<file path="src/dffc_consts.svh">
// Constants for the flush and format command block.
// Assumes an APB slave at 20 MHz with 32-bit aligned registers.
`ifndef DFFC_CONSTS_SVH
`define DFFC_CONSTS_SVH
`define DFFC_A_DATA 8'h00
`define DFFC_A_FEAT 8'h04
`define DFFC_A_SCNT 8'h08
`define DFFC_A_SNUM 8'h0C
`define DFFC_A_CYLL 8'h10
`define DFFC_A_CYLH 8'h14
`define DFFC_A_DHS 8'h18
`define DFFC_A_CMD 8'h1C
`define DFFC_A_ERR 8'h20
`define DFFC_A_CTL 8'h24
`define DFFC_OP_FLUSH_EXT 8'hEA
`define DFFC_OP_FMT_TRACK 8'h50
`define DFFC_OP_FMT_UNIT 8'hF7
`define DFFC_OP_ERASE_PREP 8'hF3
`define DFFC_DHS_LBA_BIT 6
`define DFFC_CTL_HOB_BIT 7
`define DFFC_ERR_ABT_BIT 2
`define DFFC_ERR_IDN_BIT 4
`define DFFC_ST_BSY_BIT 7
`define DFFC_ST_RDY_BIT 6
`define DFFC_ST_DSC_BIT 4
`define DFFC_ST_DRQ_BIT 3
`define DFFC_ST_ERR_BIT 0
`define DFFC_SECT_PER_TRK 28'h000003F
`define DFFC_HEADS 28'h0000010
`define DFFC_NATIVE_MAX_LBA 28'h0FFFFFF
`define DFFC_TABLE_WORDS 8'h80
`define DFFC_DHS_RESET 8'hA0
`endif

</file>
<file path="src/dffc_pkg.sv">
// Types for the flush and format command block.
// Assumes dffc_consts.svh is on the include path.
`default_nettype none
package dffc_pkg;
	// Media engine operation codes
	typedef enum logic [1:0] {
		MED_FLUSH,
		MED_ZERO,
		MED_MERGE
	} dffc_med_op_t;
	// Request handed to the media engine
	typedef struct packed {
		dffc_med_op_t op;
		logic [27:0] lba;
		logic [27:0] count;
	} dffc_med_req_t;
	// Command sequencer states
	typedef enum logic [2:0] {
		ST_IDLE,
		ST_TABLE,
		ST_CALC,
		ST_MEDIA,
		ST_ZERO_UNIT,
		ST_DONE
	} dffc_state_t;
endpackage
`default_nettype wire

</file>
<file path="src/dffc_top.sv">
// Command block for extended flush, track format and unit format.
// Assumes an APB master and a media engine that answers med_done.
`timescale 1ns/1ns
`default_nettype none
`include "dffc_consts.svh"
module dffc_top
	import dffc_pkg::*;
(
	// Clock and reset
	input wire logic pclk,
	input wire logic presetn,
	input wire logic clk_en,
	// APB slave
	input wire logic psel,
	input wire logic penable,
	input wire logic pwrite,
	input wire logic [7:0] paddr,
	input wire logic [31:0] pwdata,
	output logic [31:0] prdata,
	output logic pready,
	output logic pslverr,
	// Media engine
	output dffc_med_req_t med_req,
	output logic med_valid,
	input wire logic med_done,
	input wire logic med_err,
	// Reduced capacity limit set elsewhere
	input wire logic [27:0] max_lba_limit
);
	// ----------------------------------------
	// Taskfile
	// ----------------------------------------
	logic [7:0] feat_reg [2];
	logic [7:0] scnt_reg [2];
	logic [7:0] snum_reg [2];
	logic [7:0] cyll_reg [2];
	logic [7:0] cylh_reg [2];
	logic [7:0] drive_head_select_reg;
	logic [7:0] error_reason_reg;
	logic [7:0] ctl_reg;
	logic err_st_reg;
	logic prep_armed_reg;
	logic [7:0] tbl_cnt_reg;
	dffc_state_t state_reg;
	logic [27:0] lba_next;
	logic [27:0] trk_start;
	logic in_range;
	logic wr_acc;
	logic rd_setup;
	logic busy;
	logic drq;
	logic high_order_readback;
	logic lba_mode;
	logic cmd_wr;
	logic data_wr;
	logic [7:0] command_status;
	logic [7:0] rd_byte;
	logic mapped;

	assign wr_acc = clk_en & psel & penable & pwrite;
	assign rd_setup = clk_en & psel & ~penable & ~pwrite;
	assign busy = (state_reg != ST_IDLE);
	assign drq = (state_reg == ST_TABLE);
	assign high_order_readback = ctl_reg[`DFFC_CTL_HOB_BIT];
	assign lba_mode = drive_head_select_reg[`DFFC_DHS_LBA_BIT];
	assign cmd_wr = wr_acc & (paddr == `DFFC_A_CMD) & ~busy;
	assign data_wr = wr_acc & (paddr == `DFFC_A_DATA);
	assign mapped = (paddr <= `DFFC_A_CTL) & (paddr[1:0] == 2'b00);

	always_comb begin
		command_status = 8'h00;
		command_status[`DFFC_ST_BSY_BIT] = busy & ~drq;
		command_status[`DFFC_ST_RDY_BIT] = 1'b1;
		command_status[`DFFC_ST_DSC_BIT] = 1'b1;
		command_status[`DFFC_ST_DRQ_BIT] = drq;
		command_status[`DFFC_ST_ERR_BIT] = err_st_reg;
	end

	// ----------------------------------------
	// Taskfile writes
	// ----------------------------------------
	// Each write pushes current to previous, giving the 48-bit view
	always_ff @(posedge pclk or negedge presetn) begin
		if (!presetn) begin
			for (int i = 0; i < 2; i++) begin
				feat_reg[i] <= 8'h00;
				scnt_reg[i] <= 8'h00;
			end
		end else if (wr_acc && !busy) begin
			if (paddr == `DFFC_A_FEAT) begin
				feat_reg[1] <= feat_reg[0];
				feat_reg[0] <= pwdata[7:0];
			end
			if (paddr == `DFFC_A_SCNT) begin
				scnt_reg[1] <= scnt_reg[0];
				scnt_reg[0] <= pwdata[7:0];
			end
		end
	end

	// Address regs are also written back after an LBA track format
	always_ff @(posedge pclk or negedge presetn) begin
		if (!presetn) begin
			for (int i = 0; i < 2; i++) begin
				snum_reg[i] <= 8'h00;
				cyll_reg[i] <= 8'h00;
				cylh_reg[i] <= 8'h00;
			end
		end else if (clk_en) begin
			if (state_reg == ST_DONE && lba_mode && !err_st_reg) begin
				snum_reg[0] <= trk_start[7:0];
				cyll_reg[0] <= trk_start[15:8];
				cylh_reg[0] <= trk_start[23:16];
			end else if (wr_acc && !busy) begin
				if (paddr == `DFFC_A_SNUM) begin
					snum_reg[1] <= snum_reg[0];
					snum_reg[0] <= pwdata[7:0];
				end
				if (paddr == `DFFC_A_CYLL) begin
					cyll_reg[1] <= cyll_reg[0];
					cyll_reg[0] <= pwdata[7:0];
				end
				if (paddr == `DFFC_A_CYLH) begin
					cylh_reg[1] <= cylh_reg[0];
					cylh_reg[0] <= pwdata[7:0];
				end
			end
		end
	end

	always_ff @(posedge pclk or negedge presetn) begin
		if (!presetn) begin
			drive_head_select_reg <= `DFFC_DHS_RESET;
		end else if (clk_en) begin
			if (state_reg == ST_DONE && lba_mode && !err_st_reg) begin
				drive_head_select_reg[3:0] <= trk_start[27:24];
			end else if (wr_acc && !busy && paddr == `DFFC_A_DHS) begin
				drive_head_select_reg <= pwdata[7:0];
			end
		end
	end

	always_ff @(posedge pclk or negedge presetn) begin
		if (!presetn) begin
			ctl_reg <= 8'h00;
		end else if (wr_acc && paddr == `DFFC_A_CTL) begin
			ctl_reg <= pwdata[7:0];
		end
	end

	// ----------------------------------------
	// Track address
	// ----------------------------------------
	// Divide by track length is costly but only runs once per command
	always_comb begin
		if (lba_mode) begin
			lba_next = {drive_head_select_reg[3:0], cylh_reg[0],
				cyll_reg[0], snum_reg[0]};
		end else begin
			lba_next = 28'(({12'h000, cylh_reg[0], cyll_reg[0]}
				* `DFFC_HEADS + 28'(drive_head_select_reg[3:0]))
				* `DFFC_SECT_PER_TRK);
		end
	end

	assign in_range = (lba_next <= max_lba_limit);

	// Whole track holding the block, always laid out 1:1
	always_ff @(posedge pclk or negedge presetn) begin
		if (!presetn) begin
			trk_start <= 28'h0000000;
		end else if (clk_en && state_reg == ST_CALC) begin
			trk_start <= lba_next - (lba_next % `DFFC_SECT_PER_TRK);
		end
	end

	// ----------------------------------------
	// Command sequencer
	// ----------------------------------------
	always_ff @(posedge pclk or negedge presetn) begin
		if (!presetn) begin
			state_reg <= ST_IDLE;
		end else if (clk_en) begin
			unique case (state_reg)
				ST_IDLE: begin
					if (cmd_wr) begin
						if (pwdata[7:0] == `DFFC_OP_FLUSH_EXT) begin
							state_reg <= ST_MEDIA;
						end else if (pwdata[7:0] == `DFFC_OP_FMT_TRACK) begin
							state_reg <= ST_TABLE;
						end else if (pwdata[7:0] == `DFFC_OP_FMT_UNIT
							&& prep_armed_reg) begin
							state_reg <= ST_MEDIA;
						end
					end
				end
				ST_TABLE: begin
					// Table contents are counted, never stored
					if (data_wr && tbl_cnt_reg == `DFFC_TABLE_WORDS - 8'h01) begin
						state_reg <= ST_CALC;
					end
				end
				ST_CALC: begin
					if (in_range) begin
						state_reg <= ST_MEDIA;
					end else begin
						state_reg <= ST_DONE;
					end
				end
				ST_MEDIA: begin
					if (med_done && med_req.op == MED_MERGE && !med_err) begin
						state_reg <= ST_ZERO_UNIT;
					end else if (med_done) begin
						state_reg <= ST_DONE;
					end
				end
				ST_ZERO_UNIT: begin
					if (med_done) begin
						state_reg <= ST_DONE;
					end
				end
				ST_DONE: begin
					state_reg <= ST_IDLE;
				end
			endcase
		end
	end

	always_ff @(posedge pclk or negedge presetn) begin
		if (!presetn) begin
			tbl_cnt_reg <= 8'h00;
		end else if (clk_en) begin
			if (state_reg != ST_TABLE) begin
				tbl_cnt_reg <= 8'h00;
			end else if (data_wr) begin
				tbl_cnt_reg <= tbl_cnt_reg + 8'h01;
			end
		end
	end

	// Only the command right after erase-prepare may format the unit
	always_ff @(posedge pclk or negedge presetn) begin
		if (!presetn) begin
			prep_armed_reg <= 1'b0;
		end else if (cmd_wr) begin
			prep_armed_reg <= (pwdata[7:0] == `DFFC_OP_ERASE_PREP);
		end
	end

	// ----------------------------------------
	// Media request
	// ----------------------------------------
	// No verify pass follows the zero write
	always_ff @(posedge pclk or negedge presetn) begin
		if (!presetn) begin
			med_req <= '0;
			med_valid <= 1'b0;
		end else if (clk_en) begin
			if (cmd_wr && pwdata[7:0] == `DFFC_OP_FLUSH_EXT) begin
				med_req <= '{MED_FLUSH, 28'h0000000, 28'h0000000};
				med_valid <= 1'b1;
			end else if (cmd_wr && pwdata[7:0] == `DFFC_OP_FMT_UNIT
				&& prep_armed_reg) begin
				med_req <= '{MED_MERGE, 28'h0000000, 28'h0000000};
				med_valid <= 1'b1;
			end else if (state_reg == ST_CALC && in_range) begin
				med_req <= '{MED_ZERO, lba_next
					- (lba_next % `DFFC_SECT_PER_TRK),
					`DFFC_SECT_PER_TRK};
				med_valid <= 1'b1;
			end else if (state_reg == ST_MEDIA && med_done
				&& med_req.op == MED_MERGE && !med_err) begin
				med_req <= '{MED_ZERO, 28'h0000000,
					`DFFC_NATIVE_MAX_LBA + 28'h0000001};
				med_valid <= 1'b1;
			end else if (med_done) begin
				med_valid <= 1'b0;
			end
		end
	end

	// ----------------------------------------
	// Error and status
	// ----------------------------------------
	always_ff @(posedge pclk or negedge presetn) begin
		if (!presetn) begin
			error_reason_reg <= 8'h00;
			err_st_reg <= 1'b0;
		end else if (clk_en) begin
			if (cmd_wr) begin
				error_reason_reg <= 8'h00;
				err_st_reg <= 1'b0;
				if (pwdata[7:0] == `DFFC_OP_FMT_UNIT && !prep_armed_reg) begin
					error_reason_reg[`DFFC_ERR_ABT_BIT] <= 1'b1;
					err_st_reg <= 1'b1;
				end
			end else if (state_reg == ST_CALC && !in_range) begin
				error_reason_reg[`DFFC_ERR_ABT_BIT] <= 1'b1;
				err_st_reg <= 1'b1;
			end else if (busy && med_done && med_err) begin
				error_reason_reg[`DFFC_ERR_IDN_BIT] <= 1'b1;
				err_st_reg <= 1'b1;
			end
		end
	end

	// ----------------------------------------
	// APB read path
	// ----------------------------------------
	// Read data is registered in setup, so access needs no wait state
	always_comb begin
		rd_byte = 8'h00;
		unique case (paddr)
			`DFFC_A_FEAT: rd_byte = feat_reg[high_order_readback];
			`DFFC_A_SCNT: rd_byte = scnt_reg[high_order_readback];
			`DFFC_A_SNUM: rd_byte = snum_reg[high_order_readback];
			`DFFC_A_CYLL: rd_byte = cyll_reg[high_order_readback];
			`DFFC_A_CYLH: rd_byte = cylh_reg[high_order_readback];
			`DFFC_A_DHS: rd_byte = drive_head_select_reg;
			`DFFC_A_CMD: rd_byte = command_status;
			`DFFC_A_ERR: rd_byte = error_reason_reg;
			`DFFC_A_CTL: rd_byte = ctl_reg;
			default: rd_byte = 8'h00;
		endcase
	end

	always_ff @(posedge pclk or negedge presetn) begin
		if (!presetn) begin
			prdata <= 32'h00000000;
		end else if (rd_setup) begin
			prdata <= {24'h000000, rd_byte};
		end
	end

	assign pready = 1'b1;
	assign pslverr = psel & penable & ~mapped;

	// ----------------------------------------
	// Checks
	// ----------------------------------------
	a_flush_start: assert property (@(posedge pclk) disable iff (!presetn)
		cmd_wr && pwdata[7:0] == `DFFC_OP_FLUSH_EXT
		|=> med_valid && med_req.op == MED_FLUSH && busy)
		else $error("flush command did not start media flush");

	a_flush_hold: assert property (@(posedge pclk) disable iff (!presetn)
		med_valid && med_req.op == MED_FLUSH && !med_done |=> busy)
		else $error("busy dropped before flush finished");

	a_track_len: assert property (@(posedge pclk) disable iff (!presetn)
		med_valid && med_req.op == MED_ZERO && state_reg == ST_MEDIA
		|-> med_req.count == `DFFC_SECT_PER_TRK
		&& (med_req.lba % `DFFC_SECT_PER_TRK) == 28'h0000000)
		else $error("track format not one aligned track");

	a_range_abort: assert property (@(posedge pclk) disable iff (!presetn)
		clk_en && state_reg == ST_CALC && !in_range
		|=> error_reason_reg[`DFFC_ERR_ABT_BIT] && err_st_reg
		##1 state_reg == ST_IDLE)
		else $error("out of range track not aborted");

	a_unit_span: assert property (@(posedge pclk) disable iff (!presetn)
		med_valid && state_reg == ST_ZERO_UNIT
		|-> med_req.lba == 28'h0000000
		&& med_req.count == `DFFC_NATIVE_MAX_LBA + 28'h0000001)
		else $error("unit format span wrong");

	a_unit_order: assert property (@(posedge pclk) disable iff (!presetn)
		clk_en && state_reg == ST_MEDIA && med_req.op == MED_MERGE
		&& med_done && !med_err |=> state_reg == ST_ZERO_UNIT && med_valid)
		else $error("zero pass did not follow defect merge");

	a_unit_noprep: assert property (@(posedge pclk) disable iff (!presetn)
		cmd_wr && pwdata[7:0] == `DFFC_OP_FMT_UNIT && !prep_armed_reg
		|=> !busy && error_reason_reg[`DFFC_ERR_ABT_BIT] && err_st_reg)
		else $error("unprepared unit format not aborted");

	a_unit_nodrq: assert property (@(posedge pclk) disable iff (!presetn)
		med_valid && med_req.op != MED_ZERO |-> !drq)
		else $error("data request during unit format");

	a_lba_return: assert property (@(posedge pclk) disable iff (!presetn)
		clk_en && state_reg == ST_DONE && lba_mode && !err_st_reg
		|=> snum_reg[0] == $past(trk_start[7:0])
		&& drive_head_select_reg[3:0] == $past(trk_start[27:24]))
		else $error("current LBA not returned");

	a_busy_clear: assert property (@(posedge pclk) disable iff (!presetn)
		clk_en && state_reg == ST_DONE |=> !busy)
		else $error("busy not cleared on completion");

endmodule // dffc_top
`default_nettype wire

</file>
<file path="config.mk">
export PLATFORM = sky130hd
export DESIGN_NAME = dffc_top
export DESIGN_NICKNAME = d
export VERILOG_FILES = /design/src/dffc_pkg.sv /design/src/dffc_top.sv
export VERILOG_INCLUDE_DIRS = /design/src
export SDC_FILE = /design/constraint.sdc
export NUM_CORES = 1
export LEC_CHECK = 0
export BUFFER_PORTS_ARGS = -buffer_cell sky130_fd_sc_hd__buf_2
export CAP_MARGIN = 10
export CORE_MARGIN = 3
export CORE_UTILIZATION = 55
export CTS_CLUSTER_DIAMETER = 100
export DETAILED_ROUTE_END_ITERATION = 12
export HOLD_SLACK_MARGIN = 0.05
export PLACE_DENSITY = 0.76
export SYNTH_ARGS = -nofsm -noshare
export SYNTH_HDL_FRONTEND = slang
export SYNTH_SLANG_ARGS = --single-unit
</file>
<file path="constraint.sdc">
create_clock -name pclk -period 21 [get_ports pclk]
set_clock_uncertainty 0.1 [all_clocks]
set_input_delay 3.15 -clock pclk [delete_from_list [all_inputs] [get_ports pclk]]
set_output_delay 3.15 -clock pclk [all_outputs]
set_load 0.01 [all_outputs]
</file>
==> impl_metrics.tcl <==
set metrics [dict create \
    clk_path_buf_depth 2 \
    syn_inst 2253 \
    vias 19725 \
    yosysSeqAreaShare_pct 24.0 \
    ys.flop_type "dfrtp_1" \
    slowest_stage "fa_1" \
    top_layer "met4" \
    cp_top_family "compound AO/OA/AOI/OAI gates" \
    place.gp.congestion 0.947 \
    path_max_fanout 7 \
    wl_met2_mm 30.7 \
    pin_count 169 \
    routed_via_density 6.17 \
    placed_cells 3125 \
    top_regs "med_req: 32 flops, trk_start: 28 flops" \
    hold_class "flip-flop to flip-flop" \
    drc_errors 0 \
    wl_met1_mm 24.9 \
    synth_seq_cells 180 \
    synth_commonest_cells "nand2_1, dfrtp_1, nor2_1, inv_1, a21oi_1" \
    cp.buffers_inverters 15 \
    worstMarginPinSlew_ns 1.14 \
    regMostFlops "med_req" \
    cts.sinks 180 \
    avgSynthCellArea_sq_um 8.34 \
    synth.most_common_cell "nand2_1" \
    antenna_cells 0 \
    slew_viol_final 0 \
    run_status "completed" \
    yosys-top-cells-area "dfrtp_1, ha_1, fa_1" \
    clkLatencyLatePin_ns 0.44 \
    cts_made_buffers 17 \
    reg2reg_slack_ns 0.46 \
    largest_reg_flops 32 \
    htreeDepth 4 \
    report.final.setup_viol 0 \
    cp.arrival_ns 20.77 \
    synthArstFlopShare_pct 100 \
    drt_first_pass_iters 7 \
    fin_crit_ns 20.54 \
    wl_mm 62.2 \
    post_drt_wl_per_cell_microns 19.4 \
    fp.dieH_microns 191 \
    clk_pin_slew_worst_paths_ns 0.07 \
    gr-total-overflow 0 \
    hold-worst-slack_ns 0.384 \
    fin_crit_sh_pct 97.8 \
    startpoint_type "flip-flop" \
    fmax_mhz 48.7 \
    met3_length_mm 4.45 \
    cap_violations 0 \
    drt_iter0_markers 1924 \
    yosysWarnings 0 \
    stdcell_count 3198 \
    cts_tree "yes" \
    n_fill_cell 2475 \
    grt_start_max_net_pins 134 \
    core-area_sq_um 33600 \
    required_ns 21.23 \
    drive_above_1_share_pct 33.7 \
    crit_top_cell "a21oi_2" \
    design.die.area_sq_um 36400 \
    port_buffers 98 \
    cpPeakStageDelay_ns 0.54 \
    synth_top_cell_by_area "dfrtp_1" \
    synth.distinct_cells 119 \
    core.rowCount 67 \
    nets 2961 \
    ant_nets 0 \
    path_class "flip-flop to flip-flop" \
    endpoint_kind "flip-flop" \
    yosysTopAreaCellShare_pct 23.7 \
    die_x_microns 191 \
    grt_antenna_before_repair 0 \
    synthesis.area_sq_um 18800 \
    max_slew_margin_pct 24.0 \
    rsz0062_at_grt "yes" \
    syn_to_final_growth_pct 29.7 \
    clock-root-buffer "clkbuf_16" \
    grt_pass1_wl_mm 94.3 \
    hold_violations 0 \
    hpwl_mm 46.3 \
    grt_pass1_vias 18608 \
    grt_usage_pct 32.0 \
    start_util_pct 55.9 \
    synth_edf_count 0 \
]
## worst paths after layout
path / startpoint / end / cells past startpoint
max in group asynchronous: presetn / drive_head_select_reg[2] / 2
worst min-delay path: med_req[50] / med_req[50] / 2
min in group asynchronous: presetn / cylh_reg[5] / 1
worst min register to register: med_req[50] / med_req[50] / 2
worst max-delay path: cyll_reg[8] / med_req[54] / 97
worst max register to register: cyll_reg[8] / med_req[54] / 97
## metal layers
metal,vias up,GRT usage [%]
li1,9128,-
met1,9592,41.9
met2,847,54.8
met3,158,3.55
met4,0,11.5
met5,-,0
## tightest hold or removal path, stage by stage, from the launching register on
cell	delay, ns
dfrtp_1	0.35
nand2_1	0.05
o21ai_0	0.06
## metrics by stage
step	worst slack (ns)	setup TNS, ns	utilization, %	area, sq um
detailed placement	-0.217	-0.602	66.7	22400
CTS	0.0220	0	68.9	23200
global placement	0.0353	0	66.7	22400
floorplan	0.252	0	-	18900
global route	-0.444	-2.14	72.5	24400
finish	0.464	0	72.5	24400
## area by class of cell
class	instances	area, sq um	area share (%)
sequential	180	4520	18.5
timing repair buffer	564	4030	16.5
multi-input combinational	1799	14000	57.6
clock buffer	19	443	1.82
clock inverter	13	119	0.488
inverter	175	657	2.70
tap	448	561	2.30
## cell families (layout without fill, tap and decap cells)
| family | count (synthesis) | after routing | share of synthesized area, % |
|---|---|---|---|
| AO/OA/AOI/OAI | 706 | 706 | 26.8 |
| multiplexers | 110 | 110 | 6.57 |
| adder cells (fa/ha/maj) | 149 | 149 | 12.1 |
| other | 2 | 46 | 0.0400 |
| buffers and inverters | 318 | 771 | 7.59 |
| XOR/XNOR | 95 | 95 | 4.70 |
| flip-flops | 180 | 180 | 24.0 |
| AND/OR/NAND/NOR | 693 | 693 | 18.2 |
## placed cells by master, fill, tap and decap left out, drive strengths merged, types with 15 or more instances in the layout
cell type	netlist	routed
nand3	52	52
nand2	202	202
ha	92	92
nor2	175	175
o21ai	143	143
buf	72	563
nand4	21	21
mux2i	26	26
a211oi	35	35
a31oi	16	16
a211o	17	17
nor4	20	20
a21o	21	21
nor3	57	57
a21oi	162	162
xor2	24	24
xnor2	68	68
inv	168	173
mux2	83	83
a21boi	15	15
and2	31	31
clkbuf	71	20
o211ai	45	45
o2111ai	15	15
and3	37	37
conb	2	46
o21bai	16	16
o22ai	40	40
dfrtp	178	178
fa	56	56
o21a	28	28
nor2b	21	21
## what timing repair did
item                       CTS  global route
gates resized for setup     35           198
setup buffers                5            37
hold buffers                 0             0
setup endpoints to repair    4            28
pin swaps                   10            90
Power is left out: the tool's default activity adds up to more than one toggle a clock period on the data nets, which glitch-free logic cannot reach.
